===== src/hdl/ipf_cfg.svh =====
// Register offsets, field positions and reset values of the priority field block.
// Assumes inclusion by bare name from the block module and the bench.
`ifndef IPF_CFG_SVH
`define IPF_CFG_SVH

// Byte offsets of the four priority registers on the register bus.
`define IPF_OFF_CHG_CMP_I2C1 4'h0
`define IPF_OFF_EXTINT1 4'h4
`define IPF_OFF_TMR4_CMP 4'h8
`define IPF_OFF_UART2_EXT2_TMR5 4'hC

// Low bit of each three-bit field position within a register.
`define IPF_POS_HI 12
`define IPF_POS_MH 8
`define IPF_POS_ML 4
`define IPF_POS_LO 0

// Reset value of every implemented field: level 4.
`define IPF_FIELD_RST 3'h4

// Implemented-bit masks of the four registers.
`define IPF_MASK_CHG_CMP_I2C1 16'h7777
`define IPF_MASK_EXTINT1 16'h0007
`define IPF_MASK_TMR4_CMP 16'h7770
`define IPF_MASK_UART2_EXT2_TMR5 16'h7777

// Register reset images derived from the field reset value.
`define IPF_RST_CHG_CMP_I2C1 16'h4444
`define IPF_RST_EXTINT1 16'h0004
`define IPF_RST_TMR4_CMP 16'h4440
`define IPF_RST_UART2_EXT2_TMR5 16'h4444

// AXI response codes.
`define IPF_RESP_OKAY 2'h0
`define IPF_RESP_SLVERR 2'h2

`endif


===== src/hdl/ipf_pkg.sv =====
// Types shared by the priority field block.
// Uses no macro from the configuration header.
package ipf_pkg;

	// One three-bit priority code; 0 disables, 1..7 is the level.
	typedef logic [2:0] ipf_prio_t;

	// All twelve priority fields as seen by the arbitration logic.
	typedef struct packed {
		ipf_prio_t change_notify_prio;
		ipf_prio_t comparator_prio;
		ipf_prio_t i2c_one_master_prio;
		ipf_prio_t i2c_one_slave_prio;
		ipf_prio_t external_irq_one_prio;
		ipf_prio_t timer_four_prio;
		ipf_prio_t compare_four_prio;
		ipf_prio_t compare_three_prio;
		ipf_prio_t uart_two_tx_prio;
		ipf_prio_t uart_two_rx_prio;
		ipf_prio_t external_irq_two_prio;
		ipf_prio_t timer_five_prio;
	} ipf_fields_t;

	// Read-side channel state of the slave.
	typedef enum logic [0:0] {
		IPF_RD_IDLE = 1'b0,
		IPF_RD_RESP = 1'b1
	} ipf_rd_state_t;

endpackage : ipf_pkg


===== src/hdl/ipf_regs.sv =====
// Four 16-bit interrupt priority registers behind an AXI4-Lite slave.
// Assumes one clock, asynchronous active-high reset, and a master keeping one
// write and one read in flight at a time.
//
// The implementer's own choices: the placing of the registers and the AXI4-Lite interface to the registers.
`timescale 1ns/10ps
`include "ipf_cfg.svh"

module ipf_regs
(
	// Clock and reset.
	input wire logic clk,
	input wire logic reset,
	// AXI4-Lite write address and data.
	input wire logic [3:0] s_axi_awaddr,
	input wire logic s_axi_awvalid,
	output logic s_axi_awready,
	input wire logic [31:0] s_axi_wdata,
	input wire logic [3:0] s_axi_wstrb,
	input wire logic s_axi_wvalid,
	output logic s_axi_wready,
	// AXI4-Lite write response.
	output logic [1:0] s_axi_bresp,
	output logic s_axi_bvalid,
	input wire logic s_axi_bready,
	// AXI4-Lite read address and data.
	input wire logic [3:0] s_axi_araddr,
	input wire logic s_axi_arvalid,
	output logic s_axi_arready,
	output logic [31:0] s_axi_rdata,
	output logic [1:0] s_axi_rresp,
	output logic s_axi_rvalid,
	input wire logic s_axi_rready,
	// Priority fields toward the arbitration logic.
	output ipf_pkg::ipf_fields_t prio_fields,
	// Per-source enable: high while the field is nonzero.
	output logic [11:0] source_enabled
);

	////////////////////////////////////////////////////////////////////////
	// Decoding helpers.

	// Maps an address to its register index; returns 3'h4 when unmapped.
	function automatic logic [2:0] ipf_index(input logic [3:0] addr);
		unique case (addr)
			`IPF_OFF_CHG_CMP_I2C1: ipf_index = 3'h0;
			`IPF_OFF_EXTINT1: ipf_index = 3'h1;
			`IPF_OFF_TMR4_CMP: ipf_index = 3'h2;
			`IPF_OFF_UART2_EXT2_TMR5: ipf_index = 3'h3;
			default: ipf_index = 3'h4;
		endcase
	endfunction : ipf_index

	// Implemented-bit mask of a register index; unmapped gives no bits.
	function automatic logic [15:0] ipf_mask(input logic [2:0] idx);
		unique case (idx)
			3'h0: ipf_mask = `IPF_MASK_CHG_CMP_I2C1;
			3'h1: ipf_mask = `IPF_MASK_EXTINT1;
			3'h2: ipf_mask = `IPF_MASK_TMR4_CMP;
			3'h3: ipf_mask = `IPF_MASK_UART2_EXT2_TMR5;
			default: ipf_mask = 16'h0000;
		endcase
	endfunction : ipf_mask

	// Reset image of a register index; every implemented field starts at level four.
	function automatic logic [15:0] ipf_reset(input logic [2:0] idx);
		unique case (idx)
			3'h0: ipf_reset = `IPF_RST_CHG_CMP_I2C1;
			3'h1: ipf_reset = `IPF_RST_EXTINT1;
			3'h2: ipf_reset = `IPF_RST_TMR4_CMP;
			3'h3: ipf_reset = `IPF_RST_UART2_EXT2_TMR5;
			default: ipf_reset = 16'h0000;
		endcase
	endfunction : ipf_reset

	////////////////////////////////////////////////////////////////////////
	// Register storage.

	logic [15:0] regs_q [4];
	logic aw_held_q;
	logic [3:0] aw_addr_q;
	logic w_held_q;
	logic [31:0] w_data_q;
	logic [3:0] w_strb_q;
	logic wr_fire;
	logic [2:0] wr_idx;
	logic [15:0] wr_bits;
	logic [15:0] wr_lane_mask;

	// A write commits once address and data are both held and no response is pending.
	assign wr_fire = aw_held_q && w_held_q && !s_axi_bvalid;
	assign wr_idx = ipf_index(aw_addr_q);
	assign wr_lane_mask = {{8{w_strb_q[1]}}, {8{w_strb_q[0]}}};
	assign wr_bits = w_data_q[15:0];

	// Each register keeps only its implemented bits, honouring byte strobes.
	for (genvar g = 0; g < 4; g++)
	begin : g_reg
		always_ff @(posedge clk or posedge reset)
		begin
			if (reset)
			begin
				regs_q[g] <= ipf_reset(3'(g));
			end
			else if (wr_fire && wr_idx == 3'(g))
			begin
				// implemented bits keep what was written.
				regs_q[g] <= (regs_q[g] & ~wr_lane_mask) | (wr_bits & wr_lane_mask & ipf_mask(3'(g)));
			end
		end
	end

	////////////////////////////////////////////////////////////////////////
	// Write channels: address and data are taken independently.

	assign s_axi_awready = !aw_held_q;
	assign s_axi_wready = !w_held_q;

	// Address hold register; freed when the write commits.
	always_ff @(posedge clk or posedge reset)
	begin
		if (reset)
		begin
			aw_held_q <= 1'b0;
			aw_addr_q <= 4'h0;
		end
		else if (s_axi_awvalid && s_axi_awready)
		begin
			aw_held_q <= 1'b1;
			aw_addr_q <= s_axi_awaddr;
		end
		else if (wr_fire)
		begin
			aw_held_q <= 1'b0;
		end
	end

	// Data hold register; freed when the write commits.
	always_ff @(posedge clk or posedge reset)
	begin
		if (reset)
		begin
			w_held_q <= 1'b0;
			w_data_q <= 32'h00000000;
			w_strb_q <= 4'h0;
		end
		else if (s_axi_wvalid && s_axi_wready)
		begin
			w_held_q <= 1'b1;
			w_data_q <= s_axi_wdata;
			w_strb_q <= s_axi_wstrb;
		end
		else if (wr_fire)
		begin
			w_held_q <= 1'b0;
		end
	end

	// Write response; unmapped addresses answer SLVERR and change nothing.
	always_ff @(posedge clk or posedge reset)
	begin
		if (reset)
		begin
			s_axi_bvalid <= 1'b0;
			s_axi_bresp <= `IPF_RESP_OKAY;
		end
		else if (wr_fire)
		begin
			s_axi_bvalid <= 1'b1;
			s_axi_bresp <= (wr_idx == 3'h4) ? `IPF_RESP_SLVERR : `IPF_RESP_OKAY;
		end
		else if (s_axi_bready)
		begin
			s_axi_bvalid <= 1'b0;
		end
	end

	////////////////////////////////////////////////////////////////////////
	// Read channel.

	ipf_pkg::ipf_rd_state_t rd_state_q;
	logic [2:0] rd_idx;

	assign s_axi_arready = (rd_state_q == ipf_pkg::IPF_RD_IDLE);
	assign s_axi_rvalid = (rd_state_q == ipf_pkg::IPF_RD_RESP);
	assign rd_idx = ipf_index(s_axi_araddr);

	// Read state machine: one read in flight.
	always_ff @(posedge clk or posedge reset)
	begin
		if (reset)
		begin
			rd_state_q <= ipf_pkg::IPF_RD_IDLE;
		end
		else
		begin
			unique case (rd_state_q)
				ipf_pkg::IPF_RD_IDLE: if (s_axi_arvalid) rd_state_q <= ipf_pkg::IPF_RD_RESP;
				ipf_pkg::IPF_RD_RESP: if (s_axi_rready) rd_state_q <= ipf_pkg::IPF_RD_IDLE;
			endcase
		end
	end

	// Read data capture; bits above the field layout read as zero.
	always_ff @(posedge clk or posedge reset)
	begin
		if (reset)
		begin
			s_axi_rdata <= 32'h00000000;
			s_axi_rresp <= `IPF_RESP_OKAY;
		end
		else if (s_axi_arvalid && s_axi_arready)
		begin
			// masked read returns zero in unimplemented bits.
			s_axi_rdata <= (rd_idx == 3'h4) ? 32'h00000000 : {16'h0000, regs_q[rd_idx[1:0]] & ipf_mask(rd_idx)};
			s_axi_rresp <= (rd_idx == 3'h4) ? `IPF_RESP_SLVERR : `IPF_RESP_OKAY;
		end
	end

	////////////////////////////////////////////////////////////////////////
	// Field outputs to the arbitration logic.

	assign prio_fields.change_notify_prio = regs_q[0][`IPF_POS_HI +: 3];
	assign prio_fields.comparator_prio = regs_q[0][`IPF_POS_MH +: 3];
	assign prio_fields.i2c_one_master_prio = regs_q[0][`IPF_POS_ML +: 3];
	assign prio_fields.i2c_one_slave_prio = regs_q[0][`IPF_POS_LO +: 3];
	assign prio_fields.external_irq_one_prio = regs_q[1][`IPF_POS_LO +: 3];
	assign prio_fields.timer_four_prio = regs_q[2][`IPF_POS_HI +: 3];
	assign prio_fields.compare_four_prio = regs_q[2][`IPF_POS_MH +: 3];
	assign prio_fields.compare_three_prio = regs_q[2][`IPF_POS_ML +: 3];
	assign prio_fields.uart_two_tx_prio = regs_q[3][`IPF_POS_HI +: 3];
	assign prio_fields.uart_two_rx_prio = regs_q[3][`IPF_POS_MH +: 3];
	assign prio_fields.external_irq_two_prio = regs_q[3][`IPF_POS_ML +: 3];
	assign prio_fields.timer_five_prio = regs_q[3][`IPF_POS_LO +: 3];

	// Source enables, MSB first in struct order; zero code masks the source.
	for (genvar s = 0; s < 12; s++)
	begin : g_en
		assign source_enabled[s] = |prio_fields[s*3 +: 3];
	end
endmodule : ipf_regs


===== config.mk =====
export PLATFORM = sky130hd
export DESIGN_NAME = ipf_regs
export DESIGN_NICKNAME = d
export VERILOG_FILES = /design/src/hdl/ipf_pkg.sv /design/src/hdl/ipf_regs.sv
export VERILOG_INCLUDE_DIRS = /design/src /design/src/hdl
export SDC_FILE = /design/constraint.sdc
export NUM_CORES = 1
export LEC_CHECK = 0
export BUFFER_PORTS_ARGS = -buffer_cell sky130_fd_sc_hd__buf_2
export CORE_MARGIN = 1.5
export CORE_UTILIZATION = 50
export CTS_CLUSTER_DIAMETER = 100
export DETAILED_ROUTE_END_ITERATION = 10
export PLACE_DENSITY = 0.82
export SLEW_MARGIN = 10
export SYNTH_ARGS = -nofsm -noshare
export SYNTH_HDL_FRONTEND = slang
export SYNTH_SLANG_ARGS = --single-unit

===== constraint.sdc =====
create_clock -name clk -period 3.4 [get_ports clk]
set_input_delay 0.51 -clock clk [delete_from_list [all_inputs] [get_ports clk]]
set_output_delay 0.51 -clock clk [all_outputs]
set_load 0.05 [all_outputs]

### Word level (Yosys, flattened, before mapping)

Index checks and enable logic that the tools add are counted.

| word-level totals | value |
|---|---|
| register bits | 125 |
| input port bits | 51 |
| word-level logic and storage cells | 92 |

| cells by class | value |
|---|---|
| $lt $le $gt $ge | 1 |
| eq/ne operators | 14 |
| multiplexer cells | 18 |
| bitwise operators | 13 |
| reductions and logical operators | 32 |

Operator list:

| kind | count |
|---|---|
| $and A16 B16 Y16 | 5 |
| $mux W16 | 4 |
| $or A16 B15 Y16 | 3 |
| $pmux W15 S3 | 1 |
| $reduce_or A3 Y1 | 12 |
| $bmux W16 S2 | 1 |
| $pmux W3 S4 | 2 |
| $eq A4 B4 Y1 const B | 4 |
| $not A16 Y16 | 1 |
| $or A16 B3 Y16 | 1 |
| $and A15 B15 Y15 | 1 |
| $eq A3 B2 Y1 const B | 4 |
| $logic_and A1 B1 Y1 | 9 |
| $eq A4 B3 Y1 const B | 2 |
| $logic_not A4 Y1 | 2 |
| $mux W1 | 7 |
| $eq A3 B1 Y1 const B | 2 |
| $eq A3 B3 Y1 const B | 2 |
| $logic_not A3 Y1 | 2 |
| $reduce_bool A2 Y1 | 3 |
| $mux W2 | 2 |
| $ge A3 B3 Y1 const B | 1 |
| $logic_not A1 Y1 | 3 |
| $not A2 Y3 | 1 |
| other kinds (3) | 3 |

### Depth between registers and ports, before layout

Gate-level depths: netlist of run 1.

| depth | value |
|---|---|
| depth in word-level cells | 8 |
| mapped depth | 5 |
| depth with buffers taken out | 3 |

### Worst setup path before layout of run 1

Ideal clock, no wire load.

| timing | value |
|---|---|
| path type | register to register |
| start point | reg s_axi_bvalid |
| end point | reg (tool-made name) |
| arrival time | 1.817 ns |
| data required time | 3.275 ns |
| slack | 1.458 ns |
| stages on the path, launching flop included | 5 |
| buffers on the path | 1 |
| cell sequence | dfrtp_1 -> nand3b_1 -> buf_2 -> nor4_2 -> mux2_2 |

RTL lines:

| element | line | RTL |
|---|---|---|
| start: declaration | ipf_regs.sv:24 | `output logic s_axi_bvalid,` |
| start signal: assignment | ipf_regs.sv:164 | `s_axi_bvalid <= 1'b0;` |
| start signal: assignment | ipf_regs.sv:169 | `s_axi_bvalid <= 1'b1;` |
| start signal: assignment | ipf_regs.sv:174 | `s_axi_bvalid <= 1'b0;` |

==> results of run 1 <==
## synth_stat cells, types with 2 or more instances
cell type / n
nand2_1: 15
or3_1: 12
mux2i_1: 9
nor4_4: 4
nor4b_1: 4
o21ai_0: 8
nand2b_1: 3
a21o_1: 6
buf_4: 58
a21oi_1: 4
mux2_4: 12
a32o_1: 9
inv_1: 8
mux2_2: 42
o41ai_1: 2
buf_6: 3
or2_2: 2
dfrtp_1: 65
buf_1: 4
nor2b_1: 9
a2111oi_0: 2
o21a_1: 2
dfstp_2: 12
or4_4: 2
clkbuf_1: 4
nor2_1: 6
## cell families (layout without fill, tap and decap cells)
kind of cell           Yosys count  count (layout)  share of synthesized area
buffers and inverters           78             123                      0.136
flip-flops                      77              77                      0.494
AND/OR/NAND/NOR                 64              64                      0.112
multiplexers                    63              63                      0.189
AO/OA/AOI/OAI                   35              35                     0.0675
other                            1              22                   0.000954
## final cells by class
| class | count | area, µm² |
|---|---|---|
| inverter | 8 | 30.0 |
| tap | 102 | 128 |
| fill | 640 | 3280 |
| clock inverter | 6 | 93.8 |
| multi-input combinational | 184 | 1530 |
| clock buffer | 10 | 138 |
| timing repair buffer | 99 | 505 |
| sequential | 77 | 1940 |
## cells in the final DEF, fill, tap and decap left out, types with 7 or more instances in the layout
| cell type | instances |
|---|---|
| mux2_4 | 12 |
| mux2i_1 | 9 |
| conb_1 | 22 |
| o21ai_0 | 8 |
| nand2_1 | 15 |
| buf_2 | 95 |
| a32o_1 | 9 |
| or3_1 | 12 |
| clkbuf_8 | 10 |
| dfstp_2 | 12 |
| inv_1 | 7 |
| nor2b_1 | 9 |
| mux2_2 | 42 |
| dfrtp_1 | 65 |
## per-stage QoR
step	area (µm²)	worst slack, ns	hold slack, ns	utilization
after floorplan	4010	0.943	0.456	-
after global placement	4140	1.24	0.466	0.541
after detailed placement	4140	1.18	0.472	0.541
after CTS	4370	1.16	0.312	0.571
after global routing	4370	1.01	0.353	0.571
final	4370	1.14	0.331	0.571
## layer usage
metal / vias up / share of wire / global-route usage / routed length [µm]
met3: 10 / 0.061 / 0.0547 / 481
met4: 0 / 0.013 / 0.0690 / 102
met1: 1236 / 0.43 / 0.251 / 3400
met2: 104 / 0.50 / 0.323 / 3920
met5: - / 0 / 0 / 0
li1: 1164 / - / - / -
## how the worst min path moves through the flow
stage,endpoint,start
global route,s_axi_bvalid$_DFFE_PP0P_,s_axi_bready
floorplan,regs_q[17]$_DFFE_PP0P_,regs_q[17]$_DFFE_PP0P_
CTS,s_axi_bvalid$_DFFE_PP0P_,s_axi_bready
global placement,s_axi_rdata[0]$_DFFE_PP0P_,s_axi_rdata[0]$_DFFE_PP0P_
detailed placement,s_axi_rdata[2]$_DFFE_PP0P_,s_axi_rdata[2]$_DFFE_PP0P_
finish,s_axi_bvalid$_DFFE_PP0P_,s_axi_bready
## power by group
group | total, mW | internal (mW) | switching [mW] | leakage (nW)
Clock | 0.784 | 0.438 | 0.346 | 0.113
Sequential | 1.52 | 1.23 | 0.286 | 0.957
Combinational | 2.02 | 0.583 | 1.43 | 1.18
Total | 4.32 | 2.26 | 2.06 | 2.25
==> flow_metrics.tcl, run 1 <==
set metrics [dict create \
    area_growth_pct 11.2 \
    ant_nets 0 \
    vias 2514 \
    grt_max_degree 47 \
    post-route-period-util 0.664 \
    cp_cell_sequence "nand3b_1 -> nor4_2 -> mux2_2" \
    maxSlewViolCount 0 \
    die_y_um 91.6 \
    tightest_slew_ns 0.933 \
    synth_ff_type "dfrtp_1" \
    synth_area_leaders "dfrtp_1 41%, mux2_2 12%, buf_4 11%, dfstp_2 8.0%, mux2_4 4.6%" \
    synthCells 318 \
    avgSynthCellArea_um2 12.4 \
    antenna_found_initial 0 \
    numPortBuffers 95 \
    rows 32 \
    cts_tree "built" \
    drive_gt1_frac 0.503 \
    stdcell_count 486 \
    required_ns 3.64 \
    cts_made_buffers 9 \
    startpoint "s_axi_bvalid$_DFFE_PP0P_" \
    routed_wl_mm 7.90 \
    p_per_area_nw_per_um2 989 \
    setup_viol 0 \
    drc 0 \
    yosysTopAreaCell "dfrtp_1" \
    setup.worst_path.start_class "flip-flop" \
    status "finished clean" \
    rsz0062_at_grt "false" \
    min_path_cells 2 \
    dr.first_iter.drc_count 159 \
    crit_type "flip-flop to flip-flop" \
    wire_per_inst_um 16.3 \
    r2r_slack_ns 1.14 \
    timing.critical_path.depth 3 \
    r2r_cells 3 \
    finalHoldViolations 0 \
    vdd_drop_max_mv 0.612 \
    synth.top_cell.area_share 0.414 \
    cpMaxStageDelayCell "nor4_2" \
    grt_usage 0.197 \
    hold_path_class "primary input to flip-flop" \
    max_stage_delay_ns 0.78 \
    worstSetupEndpointType "flip-flop" \
    cpLargestDelayFamily "simple AND/OR/NAND/NOR gates" \
    nets 430 \
    synth.distinct_cells 37 \
    p_leak_nw 2.25 \
    slew_headroom 0.377 \
    vias_per_cell 5.17 \
    gp_congestion 0.827 \
    overflow 0 \
    period_minus_slack_ns 2.26 \
    finalClockSkew_ns 0.00861 \
    cts.sinks 77 \
    worst-path-buf-inv 0 \
    grt_pass1_vias 2544 \
    clk_pin_slew_worst_paths_ns 0.08 \
    ctsResizeCount 0 \
    fp.dieW_um 91.6 \
    r2r-start "s_axi_bvalid$_DFFE_PP0P_" \
    crit_path_max_fanout 12 \
    firstDrtPassIters 4 \
    die_area_um2 8400 \
    dpl.cell_count 470 \
    fin_setup_tns_ns 0 \
    grt_pass1_wl_mm 12.9 \
    syn_area_um2 3930 \
    htreeDepth 3 \
    maxCapViolCount 0 \
    yosys_warnings 0 \
    synth_edf_count 0 \
    ys_ff_latch 77 \
    pin_count 140 \
    postCtsSetupRepairBufs 0 \
    clk_latency_ns 0.35 \
    antenna_cells 0 \
    initial_core_util 0.514 \
    fmax_ghz 0.443 \
    coreArea_um2 7650 \
    clock_path_buffers 2 \
    arrival_ns 2.50 \
    ctsHoldBuffers 0 \
    cts_root_buffer "clkbuf_8" \
    ys_seq_area_frac 0.494 \
    hpwl_mm 5.85 \
    total_power_mw 4.32 \
    async_flop_share 1.00 \
]
Power figures use the tool's default switching activity.
==> inputs of run 2 (changes only) <==
--- a/config.mk
+++ b/config.mk
@@ -8,10 +8,10 @@
 export LEC_CHECK = 0
 export BUFFER_PORTS_ARGS = -buffer_cell sky130_fd_sc_hd__buf_2
 export CORE_MARGIN = 1.5
-export CORE_UTILIZATION = 50
+export CORE_UTILIZATION = 45
 export CTS_CLUSTER_DIAMETER = 100
 export DETAILED_ROUTE_END_ITERATION = 10
-export PLACE_DENSITY = 0.82
+export PLACE_DENSITY = 0.78
 export SLEW_MARGIN = 10
 export SYNTH_ARGS = -nofsm -noshare
 export SYNTH_HDL_FRONTEND = slang
==> constraint.sdc (replaced) <==
create_clock -name clk -period 2 [get_ports clk]
set_input_delay 0.3 -clock clk [delete_from_list [all_inputs] [get_ports clk]]
set_output_delay 0.3 -clock clk [all_outputs]
set_load 0.05 [all_outputs]
==> run 2 against run 1 <==
Worst hold slack got worse by 0.27 ns. Core utilization decreased by 3.5 points. Critical path type unchanged. Largest cell class unchanged. Critical path depth increased by 2. Register-to-register slack got worse by 1.0 ns. First-iteration DRC count decreased by 28%. Combinational power increased by 74%. Sequential cell count unchanged. Non-clock buffer count increased by 10. Clock power increased by 79%. Fmax increased by 19%. Clock skew decreased by 0.0018 ns. Clock-buffer cell count unchanged.
==> flow_metrics.tcl, run 2 (synthesis gave the netlist of run 1 again) <==
set metrics [dict create \
    finish.instance_area_um2 4470 \
    holdWs_ns 0.0632 \
    pin_count 140 \
    arrival_ns 2.12 \
    vias 2558 \
    grt-busiest-layer "met2" \
    coreArea_um2 8340 \
    final_common_cell "buf_2" \
    p_sw_mw 3.52 \
    antenna_cells 0 \
    fmax_ghz 0.527 \
    status "finished clean" \
    grt.met1_usage 0.238 \
    drc 0 \
    vias_per_cell 5.13 \
    clk_pin_slew_worst_paths_ns 0.08 \
    slew_headroom 0.562 \
    firstDrtPassIters 4 \
    max_stage_delay_ns 0.39 \
    grtUsageMet3 0.0524 \
    rsz0062_at_grt "false" \
    required_ns 2.22 \
    overflow 0 \
    dr.first_iter.drc_count 115 \
    tightest_slew_ns 0.657 \
    final_cell_mix "95 x buf_2, 65 x dfrtp_1, 42 x mux2_2, 22 x conb_1, 15 x nand2_1" \
    swShare 0.469 \
    ctsHoldBuffers 0 \
    cp_common_cell "buf_4" \
    numPortBuffers 95 \
    r2r_cells 5 \
    finalHoldViolations 0 \
    setup_viol 0 \
    cts_made_buffers 9 \
    gp_congestion 0.775 \
    crit_type "flip-flop to flip-flop" \
    initial_core_util 0.471 \
    grt_max_degree 78 \
    rows 33 \
    period_minus_slack_ns 1.90 \
    use_met2 0.302 \
    fillers 743 \
    area_growth_pct 13.8 \
    vdd_drop_max_mv 0.827 \
    die_y_um 96.4 \
    p_per_area_nw_per_um2 1680 \
    cts_root_buffer "clkbuf_8" \
    maxSlewViolCount 0 \
    nets 440 \
    die_area_um2 9300 \
    cp_cell_sequence "nand3b_1 -> buf_4 -> nor4_4 -> buf_4 -> mux2_2" \
    stdcell_count 499 \
    fin_setup_tns_ns 0 \
    hpwl_mm 5.94 \
    grt_pass1_vias 2505 \
    ctsResizeCount 0 \
    routed_wl_mm 8.13 \
    placed_cell_area_um2 4220 \
    p_seq_frac 0.345 \
    wire_per_inst_um 16.3 \
    cts.sinks 77 \
    worstSetupEndpointType "flip-flop" \
    fp.dieW_um 96.4 \
    fin_util 0.536 \
    dpl.cell_count 481 \
    htreeDepth 3 \
    finalClockSkew_ns 0.00686 \
    p_int_mw 3.98 \
    crit_path_max_fanout 8 \
    maxCapViolCount 0 \
    ant_nets 0 \
    setup.worst_path.start_class "flip-flop" \
    cts_tree "built" \
    hold_path_class "primary input to asynchronous set/reset pin" \
    power.clock.fraction 0.186 \
    pwr-share-comb 0.469 \
    grt_pass1_wl_mm 12.7 \
    grt_usage 0.184 \
    post-route-period-util 0.948 \
    p_leak_nw 2.30 \
    drive_gt1_frac 0.513 \
    clock_path_buffers 2 \
    cpMaxStageDelayCell "dfrtp_1" \
    antenna_found_initial 0 \
    clk_latency_ns 0.34 \
    postCtsSetupRepairBufs 0 \
]
run 2: layout make-up:
| type | count | area, µm² | area share |
|---|---|---|---|
| sequential | 77 | 1940 | 0.434 |
| multi-input combinational | 184 | 1530 | 0.343 |
| timing repair buffer | 109 | 593 | 0.133 |
| tap | 105 | 131 | 0.0294 |
| clock buffer | 10 | 128 | 0.0285 |
| clock inverter | 6 | 111 | 0.0249 |
| inverter | 8 | 33.8 | 0.00756 |
run 2: worst paths after layout:
check / start / to / slack [ns]
worst max register to register: s_axi_bvalid$_DFFE_PP0P_ / flip-flop / 0.10
worst min register to register: s_axi_rdata[0]$_DFFE_PP0P_ / s_axi_rdata[0]$_DFFE_PP0P_ / 0.48
max in group asynchronous: reset / asynchronous set/reset pin / 1.59
min in group clk: s_axi_bready / s_axi_bvalid$_DFFE_PP0P_ / 0.14
worst max-delay path: s_axi_bvalid$_DFFE_PP0P_ / flip-flop / 0.10
worst min-delay path: reset / w_data_q[5]$_DFFE_PP0P_ / 0.06
run 2: per-stage QoR:
step	power, mW	worst slack [ns]
6_report	7.51	0.104
2_1_floorplan	5.67	0.0581
3_5_place_dp	6.15	0.0638
3_3_place_gp	6.03	0.126
5_1_grt	7.90	0.00847
4_1_cts	7.57	0.0627
run 2: layer usage:
metal	up-vias	routed length, µm
met2	100	4000
met4	0	44
met5	-	0
met1	1269	3570
li1	1187	-
met3	2	507
run 2: worst max-delay path: cells and delay by family (launching register included):
| kind | cells | cell delay (ns) |
|---|---|---|
| muxes | 1 | 0.34 |
| DFF | 1 | 0.39 |
| and+or+nand+nor | 2 | 0.59 |
| buffers and inverters | 2 | 0.47 |
run 2: power groups by stage:
stage / Combinational [mW] / Sequential (mW) / Clock, mW
3_5_place_dp: 3.54 / 2.62 / 0
2_1_floorplan: 3.05 / 2.62 / 0
3_3_place_gp: 3.46 / 2.57 / 0
5_1_grt: 3.72 / 2.67 / 1.51
6_report: 3.52 / 2.59 / 1.40
4_1_cts: 3.54 / 2.59 / 1.44
